File: src/inc/ubi_pkg.sv
`default_nettype none
package ubi_pkg;
  // Register select codes on the 3-bit address port
  localparam logic [2:0] ADDR_DATA = 3'h0;
  localparam logic [2:0] ADDR_IER_DLM = 3'h1;
  localparam logic [2:0] ADDR_IIR = 3'h2;
  localparam logic [2:0] ADDR_LSR = 3'h5;
  localparam logic [2:0] ADDR_MSR = 3'h6;

  // Enable register field positions and reset values
  localparam int IER_RDA_BIT = 0;
  localparam int IER_THRE_BIT = 1;
  localparam int IER_RLS_BIT = 2;
  localparam int IER_MSR_BIT = 3;
  localparam logic [3:0] IER_RESET = 4'h0;
  localparam logic [7:0] DLM_RESET = 8'h00;
  localparam logic [7:0] RDATA_RESET = 8'h00;

  // Identification codes, bits 2..0
  localparam logic [2:0] IID_NONE = 3'h1;
  localparam logic [2:0] IID_RLS = 3'h6;
  localparam logic [2:0] IID_RDA = 3'h4;
  localparam logic [2:0] IID_THRE = 3'h2;
  localparam logic [2:0] IID_MSR = 3'h0;

  // Clock rates; the baud reference is made by a fractional accumulator
  localparam int REF_CLK_HZ = 20_000_000;
  localparam int BAUD_REF_HZ = 1_843_200;
  localparam int ACC_GCD = 6400;
  localparam int ACC_W = 12;
  localparam logic [ACC_W-1:0] ACC_STEP = ACC_W'(BAUD_REF_HZ / ACC_GCD);
  localparam logic [ACC_W-1:0] ACC_MOD = ACC_W'(REF_CLK_HZ / ACC_GCD);

  typedef struct packed {
    logic cs;
    logic rd;
    logic wr;
    logic [2:0] addr;
    logic [7:0] wdata;
  } ubi_bus_t;

  // Bit order matches the enable register, bit 3 down to bit 0
  typedef struct packed {
    logic msr;
    logic rls;
    logic thre;
    logic rda;
  } ubi_src_t;

  typedef enum logic [0:0] {
    FRZ_IDLE = 1'h0,
    FRZ_HOLD = 1'h1
  } ubi_frz_t;

  function automatic logic [2:0] ubi_top_id(input ubi_src_t p);
    if (p.rls) return IID_RLS;
    else if (p.rda) return IID_RDA;
    else if (p.thre) return IID_THRE;
    else if (p.msr) return IID_MSR;
    else return IID_NONE;
  endfunction : ubi_top_id

  function automatic ubi_src_t ubi_id_src(input logic [2:0] id);
    ubi_src_t s;
    s = '0;
    case (id)
      IID_RLS: s.rls = 1'b1;
      IID_RDA: s.rda = 1'b1;
      IID_THRE: s.thre = 1'b1;
      IID_MSR: s.msr = 1'b1;
      default: s = '0;
    endcase
    return s;
  endfunction : ubi_id_src
endpackage : ubi_pkg
`default_nettype wire

File: src/hdl/ubi_baud_gen.sv
`timescale 1ns/100ps
`default_nettype none
module ubi_baud_gen
  import ubi_pkg::*;
(
  // Clock and reset
  input wire logic ref_clk,
  input wire logic rst,
  // Divisor
  input wire logic [15:0] divisor,
  input wire logic reload,
  // Output
  output logic tick16
);
  logic [ACC_W-1:0] acc_reg, acc_next;
  logic [15:0] cnt_reg, cnt_next;
  logic ref_tick;
  logic tick_next;

  // 20 MHz to 1.8432 MHz enable, exact on average
  always_comb begin
    ref_tick = (acc_reg >= ACC_MOD - ACC_STEP);
    if (ref_tick) begin
      acc_next = acc_reg + ACC_STEP - ACC_MOD;
    end else begin
      acc_next = acc_reg + ACC_STEP;
    end
  end

  // Divisor zero gives no output rather than a runaway count
  always_comb begin
    cnt_next = cnt_reg;
    tick_next = 1'b0;
    if (reload) begin
      cnt_next = divisor;
    end else if (ref_tick && divisor != 16'h0000) begin
      if (cnt_reg <= 16'h0001) begin
        cnt_next = divisor;
        tick_next = 1'b1;
      end else begin
        cnt_next = cnt_reg - 16'h0001;
      end
    end
  end

  always_ff @(posedge ref_clk or posedge rst) begin
    if (rst) begin
      acc_reg <= '0;
      cnt_reg <= 16'h0000;
      tick16 <= 1'b0;
    end else begin
      acc_reg <= acc_next;
      cnt_reg <= cnt_next;
      tick16 <= tick_next;
    end
  end
endmodule : ubi_baud_gen
`default_nettype wire

File: src/hdl/ubi_int_prio.sv
`timescale 1ns/100ps
`default_nettype none
module ubi_int_prio
  import ubi_pkg::*;
(
  // Clock and reset
  input wire logic ref_clk,
  input wire logic rst,
  // Enabled pending sources and identification read
  input wire ubi_src_t pend_en,
  input wire logic rd_iir,
  // Reported identification
  output logic [2:0] id
);
  ubi_frz_t frz_reg, frz_next;
  logic [2:0] held_reg, held_next;
  logic [2:0] live_id;
  logic release_held;

  always_comb begin
    live_id = ubi_top_id(pend_en);
    release_held = (ubi_id_src(held_reg) & pend_en) == '0;
    id = (frz_reg == FRZ_HOLD) ? held_reg : live_id;
  end

  // Transmit-empty is cleared by the read itself, so it is never held
  always_comb begin
    frz_next = frz_reg;
    held_next = held_reg;
    case (frz_reg)
      FRZ_IDLE: begin
        if (rd_iir && live_id != IID_NONE && live_id != IID_THRE) begin
          frz_next = FRZ_HOLD;
          held_next = live_id;
        end
      end
      FRZ_HOLD: begin
        if (release_held) begin
          frz_next = FRZ_IDLE;
          held_next = IID_NONE;
        end
      end
      default: begin
        frz_next = FRZ_IDLE;
        held_next = IID_NONE;
      end
    endcase
  end

  always_ff @(posedge ref_clk or posedge rst) begin
    if (rst) begin
      frz_reg <= FRZ_IDLE;
      held_reg <= IID_NONE;
    end else begin
      frz_reg <= frz_next;
      held_reg <= held_next;
    end
  end
endmodule : ubi_int_prio
`default_nettype wire

File: src/hdl/ubi_top.sv
// Contract
// - Read/write upper divisor byte, bits 7..0 are divisor bits 15..8.
// - Divide 1.8432 MHz by the 16-bit divisor to make the 16x clock.
// - Each source reaches the interrupt only when enabled; all off means quiet.
// - Enable bits: 3 modem, 2 line status, 1 transmit empty, 0 receive data.
// - Priority: line status, receive data, transmit empty, modem status.
// - Reading identification holds the top pending interrupt until serviced.
// - Identification bit 0 reads 1 when nothing pending, 0 otherwise.
// - Codes: 001 none, 110 line, 100 receive, 010 transmit, 000 modem.
// - Clears: line status read, buffer read, id read or transmit write, modem read.
// - Writing either divisor byte reloads the baud counter at once.
// - Divisor bytes reachable only while access-select is 1.
// - Interrupt reaches the channel only while output-two is set.
`timescale 1ns/100ps
`default_nettype none
module ubi_top
  import ubi_pkg::*;
(
  // Clock and reset
  input wire logic ref_clk,
  input wire logic rst,
  // Register access port
  input wire ubi_bus_t bus,
  output logic [7:0] rdata,
  // Bits held by the line and modem control registers
  input wire logic dlab,
  input wire logic out2,
  // Low divisor byte from its own register
  input wire logic [7:0] div_low,
  input wire logic div_low_wr,
  // Interrupt source events, one-cycle pulses
  input wire ubi_src_t src_ev,
  // Outputs
  output logic baud16_tick,
  output logic [7:0] div_high,
  output logic chip_int,
  output logic int_out
);
  logic [3:0] ier_reg, ier_next;
  logic [7:0] dlm_reg, dlm_next;
  logic [7:0] rdata_reg, rdata_next;
  ubi_src_t pend_reg, pend_next;
  ubi_src_t pend_en;
  ubi_src_t clr;
  logic [2:0] iir_id;
  logic rd_ier, wr_ier, rd_dlm, wr_dlm, rd_iir;
  logic rd_lsr, rd_msr, rd_rbr, wr_thr;
  logic rd_any;

  // Address decode
  always_comb begin
    rd_any = bus.cs && bus.rd;
    rd_ier = rd_any && bus.addr == ADDR_IER_DLM && !dlab;
    rd_dlm = rd_any && bus.addr == ADDR_IER_DLM && dlab;
    wr_ier = bus.cs && bus.wr && bus.addr == ADDR_IER_DLM && !dlab;
    wr_dlm = bus.cs && bus.wr && bus.addr == ADDR_IER_DLM && dlab;
    rd_iir = rd_any && bus.addr == ADDR_IIR;
    rd_lsr = rd_any && bus.addr == ADDR_LSR;
    rd_msr = rd_any && bus.addr == ADDR_MSR;
    rd_rbr = rd_any && bus.addr == ADDR_DATA && !dlab;
    wr_thr = bus.cs && bus.wr && bus.addr == ADDR_DATA && !dlab;
  end

  // Register state
  always_comb begin
    ier_next = ier_reg;
    dlm_next = dlm_reg;
    if (wr_ier) begin
      ier_next = bus.wdata[3:0];
    end
    if (wr_dlm) begin
      dlm_next = bus.wdata;
    end
  end

  // Pending flags; a new event in the clearing cycle survives
  always_comb begin
    pend_en = pend_reg & ubi_src_t'(ier_reg);
    clr.rls = rd_lsr;
    clr.rda = rd_rbr;
    clr.msr = rd_msr;
    clr.thre = wr_thr || (rd_iir && iir_id == IID_THRE);
    pend_next = (pend_reg & ~clr) | src_ev;
  end

  ubi_int_prio u_prio (
    .ref_clk(ref_clk),
    .rst(rst),
    .pend_en(pend_en),
    .rd_iir(rd_iir),
    .id(iir_id)
  );

  // The counter is reloaded with the byte being written, not the one it replaces
  ubi_baud_gen u_baud (
    .ref_clk(ref_clk),
    .rst(rst),
    .divisor({dlm_next, div_low}),
    .reload(wr_dlm || div_low_wr),
    .tick16(baud16_tick)
  );

  // Read data is registered; foreign addresses answer zero, for an outside mux
  always_comb begin
    rdata_next = rdata_reg;
    if (rd_ier) begin
      rdata_next = {4'h0, ier_reg};
    end else if (rd_dlm) begin
      rdata_next = dlm_reg;
    end else if (rd_iir) begin
      rdata_next = {5'h00, iir_id};
    end else if (rd_any) begin
      rdata_next = RDATA_RESET;
    end
  end

  always_ff @(posedge ref_clk or posedge rst) begin
    if (rst) begin
      ier_reg <= IER_RESET;
      dlm_reg <= DLM_RESET;
      rdata_reg <= RDATA_RESET;
      pend_reg <= '0;
    end else begin
      ier_reg <= ier_next;
      dlm_reg <= dlm_next;
      rdata_reg <= rdata_next;
      pend_reg <= pend_next;
    end
  end

  // Output-two gates the channel line; the raw level stays visible
  always_comb begin
    rdata = rdata_reg;
    div_high = dlm_reg;
    chip_int = pend_en != '0;
    int_out = chip_int && out2;
  end
endmodule : ubi_top
`default_nettype wire

File: config.mk
export PLATFORM = sky130hd
export DESIGN_NAME = ubi_top
export DESIGN_NICKNAME = d
export VERILOG_FILES = /design/src/inc/ubi_pkg.sv /design/src/hdl/ubi_baud_gen.sv /design/src/hdl/ubi_int_prio.sv /design/src/hdl/ubi_top.sv
export SDC_FILE = /design/constraint.sdc
export NUM_CORES = 1
export LEC_CHECK = 0
export BUFFER_PORTS_ARGS = -buffer_cell sky130_fd_sc_hd__buf_2
export CAP_MARGIN = 20
export CELL_PAD_IN_SITES_DETAIL_PLACEMENT = 1
export CELL_PAD_IN_SITES_GLOBAL_PLACEMENT = 1
export CORE_ASPECT_RATIO = 0.75
export CORE_MARGIN = 2
export CORE_UTILIZATION = 35
export DETAILED_ROUTE_END_ITERATION = 10
export GPL_TIMING_DRIVEN = 0
export PLACE_DENSITY_LB_ADDON = 0.12
export SYNTH_ARGS = -nofsm -noshare
export SYNTH_HDL_FRONTEND = slang
export SYNTH_SLANG_ARGS = --single-unit
File: constraint.sdc
create_clock -name ref_clk -period 3.5 [get_ports ref_clk]
set_input_delay 0.875 -clock ref_clk [delete_from_list [all_inputs] [get_ports ref_clk]]
set_output_delay 0.875 -clock ref_clk [all_outputs]
set_load 0.01 [all_outputs]
Word-level counts from Yosys, hierarchy flattened
Index checks and enable logic that the tools add are counted.

storage, ports and cells
  bits in registers = 57
  bits in latches = 0
  memory bits (writable) = 0
  bits in read-only memories = 0
  bits of input ports = 31
  output and inout bits = 19
  word-level logic and storage cells = 93
  memories kept = 0

cells by class
  add/sub/neg operators = 3
  multipliers = 0
  divide/modulo/power cells = 0
  order comparisons = 2
  equal/unequal tests = 12
  shifts and indexed selects = 0
  mux-type cells = 27
  bitwise logic cells = 6
  reductions and logical operators = 31

operators by type and width
  kind                                                                               number
  16-bit two-way mux                                                                 3
  8-bit two-way mux                                                                  5
  1-bit logical AND                                                                  20
  3-bit two-way mux                                                                  6
  16-bit by 1-bit less-or-equal comparator with 1-bit output, second input constant  1
  16-bit nonzero test                                                                1
  16-bit by 1-bit subtractor with 16-bit output, second input constant               1
  12-bit by 9-bit adder with 12-bit output, second input constant                    1
  4-bit bitwise AND                                                                  3
  3-bit == test, second input constant                                               4
  12-bit >= comparator, second input constant                                        1
  12-bit two-way mux                                                                 1
  12-bit subtractor, second input constant                                           1
  1-bit two-way mux                                                                  10
  3-bit by 2-bit == test with 1-bit output, second input constant                    3
  4-bit nonzero test                                                                 2
  3-bit logical NOT                                                                  2
  3-bit case mux with 2 select lines                                                 1
  4-bit logical NOT                                                                  1
  4-bit NOT                                                                          1
  4-bit bitwise OR                                                                   1
  3-bit by 1-bit == test with 1-bit output, second input constant                    1
  3-bit by 1-bit inequality test with 1-bit output, second input constant            1
  3-bit by 2-bit inequality test with 1-bit output, second input constant            1
  other kinds (8)                                                                    9

Longest topological paths before layout
  depth after elaboration = 12
  depth in mapped cells = 9
  gate-level depth less buffers = 8

Cells and area by module
A second synthesis with hierarchy kept.

second synthesis, totals
  cells, all modules = 351
  area, all modules = 3514.6 um^2

modules (own cells, without submodules)
  module        times used  cells an instance  area each (um^2)  sequential area each (um^2)
  ubi_baud_gen  1           238                2145.8            725.7
  ubi_top       1           82                 1083.5            600.6
  ubi_int_prio  1           31                 285.3             101.3

Worst setup path before layout
No wires, ideal clock.

  path kind = input to register
  start = in bus[9] (netlist name)
  end = reg u_baud.cnt_reg[9]
  setup time = 0.124 ns
  arrival time = 2.275 ns
  data required time = 3.376 ns
  setup slack = 1.100 ns
  cell stages on the path = 7
  path buffers = 1
  cells stage by stage = or3b_1 buf_6 nor2_8 mux2_2 o32a_2 o22ai_1 nor2_1

on the way
  word-level cells in the longest chain between the ends = 7
  elaborated cells on any way between the ends = 11
  those cells by class = eq/ne: 1; mux: 4; reduce/logical: 6

RTL lines
  what                                                                line                                    text
  from (decl)                                                         ubi_top.sv:23                           input wire ubi_bus_t bus,
  3-bit by 1-bit == test with 1-bit output *                          ubi_top.sv:56                           wr_dlm = bus.cs && bus.wr && bus.addr == ADDR_IER_DLM && dlab;
  1-bit logical AND * (2 in series)                                   ubi_top.sv:56
  8-bit two-way mux *                                                 ubi_top.sv:71                           if (wr_dlm) begin
  named net dlm_next[1]                                               ubi_top.sv:40                           logic [7:0] dlm_reg, dlm_next;
  16-bit nonzero test or 16-bit two-way mux (tied branches)           ubi_baud_gen.sv:36, ubi_baud_gen.sv:37
  1-bit logical AND or 16-bit two-way mux (tied branches)             ubi_baud_gen.sv:36                      end else if (ref_tick && divisor != 16'h0000) begin
  2-bit nonzero test (no line) or 16-bit two-way mux (tied branches)  -
  to (signal assigned)                                                ubi_baud_gen.sv:53                      cnt_reg <= cnt_next;
  to (decl)                                                           ubi_baud_gen.sv:16                      logic [15:0] cnt_reg, cnt_next;

Mark *: on every way through the listed nets, which the timed path passes. The rest lies on a longest branch. The select of a mux whose other input is x is not followed.
A chain may end at the register's enable or synchronous reset.

Worst setup path in the final report
  start = in div_low[3]
  end = reg u_baud.cnt_reg[10]

on the way
  word-level cells in the longest chain between the ends = 3

RTL lines
  what                          line                text
  from (decl)                   ubi_top.sv:29       input wire logic [7:0] div_low,
  16-bit nonzero test           ubi_baud_gen.sv:36
  1-bit logical AND             ubi_baud_gen.sv:36
  2-bit nonzero test (no line)  -

Every way passes these cells.

==> impl_metrics.json <==
{
  "min_period_ns": 2.69,
  "finalMaxSlewViolations": 0,
  "synth-async-reset-ratio": 1.00,
  "syn_nets": 401,
  "grt_pass1_vias": 3167,
  "finalNetCount": 461,
  "root_buffer": "clkbuf_16",
  "ys_warn_count": 0,
  "status": "complete, no violations",
  "grt_usage": 0.206,
  "hold_path.class": "flop to flop",
  "via_per_inst": 5.46,
  "synth_cells": 364,
  "worstHoldStart": "rdata[2]",
  "overflow": 0,
  "n_antenna_cell": 0,
  "gp_congestion": 0.851,
  "start_util": 0.358,
  "worst_hold_path.endpoint": "rdata[2]",
  "drv_cap": 0,
  "power_frac_comb": 0.168,
  "r2r-start": "div_high[5]",
  "cts.sinks": 57,
  "final_cell_mix": "57 x nand2_1, 56 x dfrtp_1, 51 x buf_2",
  "grt_first_pass_wirelength_mm": 17.2,
  "worstSetupPathType": "input pin to flop",
  "setup-violations-final": 0,
  "start_kind": "input pin",
  "port_buffers": 48,
  "vias": 3062,
  "ys_dominant_reg_cell": "dfrtp_1",
  "largest_reg_flops": 16,
  "core_area_sq_mm": 0.00958,
  "final-instance-count-excl-fill": 561,
  "dp.cells": 545,
  "synth_edf_count": 0,
  "yosysSeqAreaShare": 0.416,
  "dr.pass1.iters": 4,
  "grt_antenna_before_repair": 0,
  "power_leakage_nw": 1.79,
  "max_freq_mhz": 371,
  "r2r_cells": 6,
  "avgSynthCellArea_sq_um": 9.43,
  "io_pins": 50,
  "endpoint_kind": "flop",
  "whs_path_depth": 2,
  "clkLatencyLatePin_ns": 0.33,
  "routed_wl_mm": 10.5,
  "ant_nets": 0,
  "htreeDepth": 3,
  "ir_drop_mv": 0.255,
  "cts_hold_buf": 0,
  "row_count": 31,
  "setup_tns_ns": 0,
  "cp.required_ns": 3.72,
  "rsz0062_at_grt": "no",
  "die_x_um": 118,
  "final_common_cell": "nand2_1",
  "drc": 0,
  "p_int_w": 0.00144,
  "tritoncts": "done",
  "die_area_sq_mm": 0.0106,
  "p_per_area_mw_per_mm2": 491,
  "area_growth_pct": 21.0,
  "dp_hpwl_mm": 7.81,
  "clock_path_buffers": 2,
  "cts.repair.resized": 0,
  "cts_inserted_buffers": 9,
  "drtIter0Drc": 106,
  "die_h_um": 89.7,
  "post_cts_buffers": 0,
  "crit_start": "div_low[3]",
  "max_slew_margin": 0.542,
  "finalCritPeriodShare": 0.770,
  "post_route_cells_drive_above_1_share": 0.256,
  "critPathArrivalTime_ns": 2.91,
  "seqPwrFrac": 0.405,
  "synth.distinct_cells": 79,
  "rrSetupSlack_ns": 0.95,
  "ys_seq_elements": 57,
  "final_hold_viol_count": 0,
  "power_frac_clock": 0.427,
  "critPathMaxFanout": 6,
  "worst_pin_slew_ns": 0.686,
  "syn_area_sq_mm": 0.00343,
  "sw_frac_of_total": 0.293,
  "path_clk_slew_ns": 0.05,
  "grt_max_degree": 30,
  "p_switching_w": 0.000597,
  "rr_endpoint": "u_baud.cnt_reg[10]",
  "wl_per_cell_um": 18.7,
  "fin_skew_ns": 0.00432
}
==> final cells by class <==
class / instances / area, sq um
fill: 1147 / 5430
inverter: 14 / 52.6
timing repair buffer: 49 / 260
sequential: 57 / 1430
buffer: 11 / 63.8
tap: 132 / 165
multi-input combinational: 282 / 1890
clock buffer: 14 / 284
clock inverter: 2 / 10.0
==> cell families after synthesis <==
| kind of cell | Yosys count | share of synthesized area |
|---|---|---|
| AND/OR/NAND/NOR | 148 | 0.229 |
| flip-flops | 57 | 0.416 |
| buffers and inverters | 25 | 0.0339 |
| multiplexers | 18 | 0.0613 |
| adder cells (fa/ha/maj) | 6 | 0.0219 |
| XOR/XNOR | 14 | 0.0357 |
| AO/OA/AOI/OAI | 96 | 0.202 |
==> worst max path at each step <==
stage                         end  depth (start not counted)
6_report       u_baud.cnt_reg[10]                          7
5_1_grt        u_baud.cnt_reg[10]                          7
3_3_place_gp   u_baud.cnt_reg[11]                          2
2_1_floorplan   u_baud.cnt_reg[9]                          7
3_5_place_dp   u_baud.cnt_reg[10]                          7
4_1_cts        u_baud.cnt_reg[10]                          7
==> cell usage after synthesis (7+ instances only) <==
master | count | area share
nand2_1 | 57 | 0.062
inv_1 | 14 | 0.015
dfrtp_1 | 56 | 0.41
nand3_1 | 12 | 0.018
a21oi_1 | 15 | 0.022
nor2_1 | 24 | 0.026
xor2_1 | 7 | 0.018
nor4_1 | 9 | 0.016
mux2_2 | 10 | 0.033
o21ai_0 | 19 | 0.028
xnor2_1 | 7 | 0.018
==> per-stage QoR <==
| step | hold slack [ns] | setup WS, ns | util | area (sq um) | power [W] |
|---|---|---|---|---|---|
| floorplan | 0.472 | 1.10 | - | 3430 | 0.00104 |
| global placement | 0.459 | 0.215 | 0.400 | 3840 | 0.00117 |
| detailed placement | 0.476 | 0.413 | 0.403 | 3860 | 0.00118 |
| CTS | 0.488 | 0.743 | 0.433 | 4150 | 0.00205 |
| global route | 0.533 | 0.636 | 0.433 | 4150 | 0.00213 |
| finish | 0.481 | 0.806 | 0.433 | 4150 | 0.00204 |
==> per-layer routing <==
metal  share of wire  vias up  global-route usage
met1            0.49     1548               0.292
met3           0.043        8              0.0533
met4          0.0089        0              0.0442
met5               0        -                   0
met2            0.45       50               0.318
li1                -     1456                   -
==> worst max-delay path, cell delays in order <==
cell,delay [ns]
buf_2,0.10
nor4_1,0.53
nand4_1,0.27
o211ai_1,0.34
nand2_1,0.37
a21boi_0,0.22
a31o_2,0.21
==> power groups by stage <==
| stage | Clock [W] | Combinational (W) | Sequential [W] |
|---|---|---|---|
| after CTS | 0.000884 | 0.000346 | 0.000825 |
| final | 0.000869 | 0.000343 | 0.000824 |
| after floorplan | 0 | 0.000217 | 0.000819 |
| after detailed placement | 0 | 0.000342 | 0.000835 |
| after global placement | 0 | 0.000332 | 0.000833 |
| after global routing | 0.000914 | 0.000382 | 0.000837 |
(Power assumes the default switching activity.)
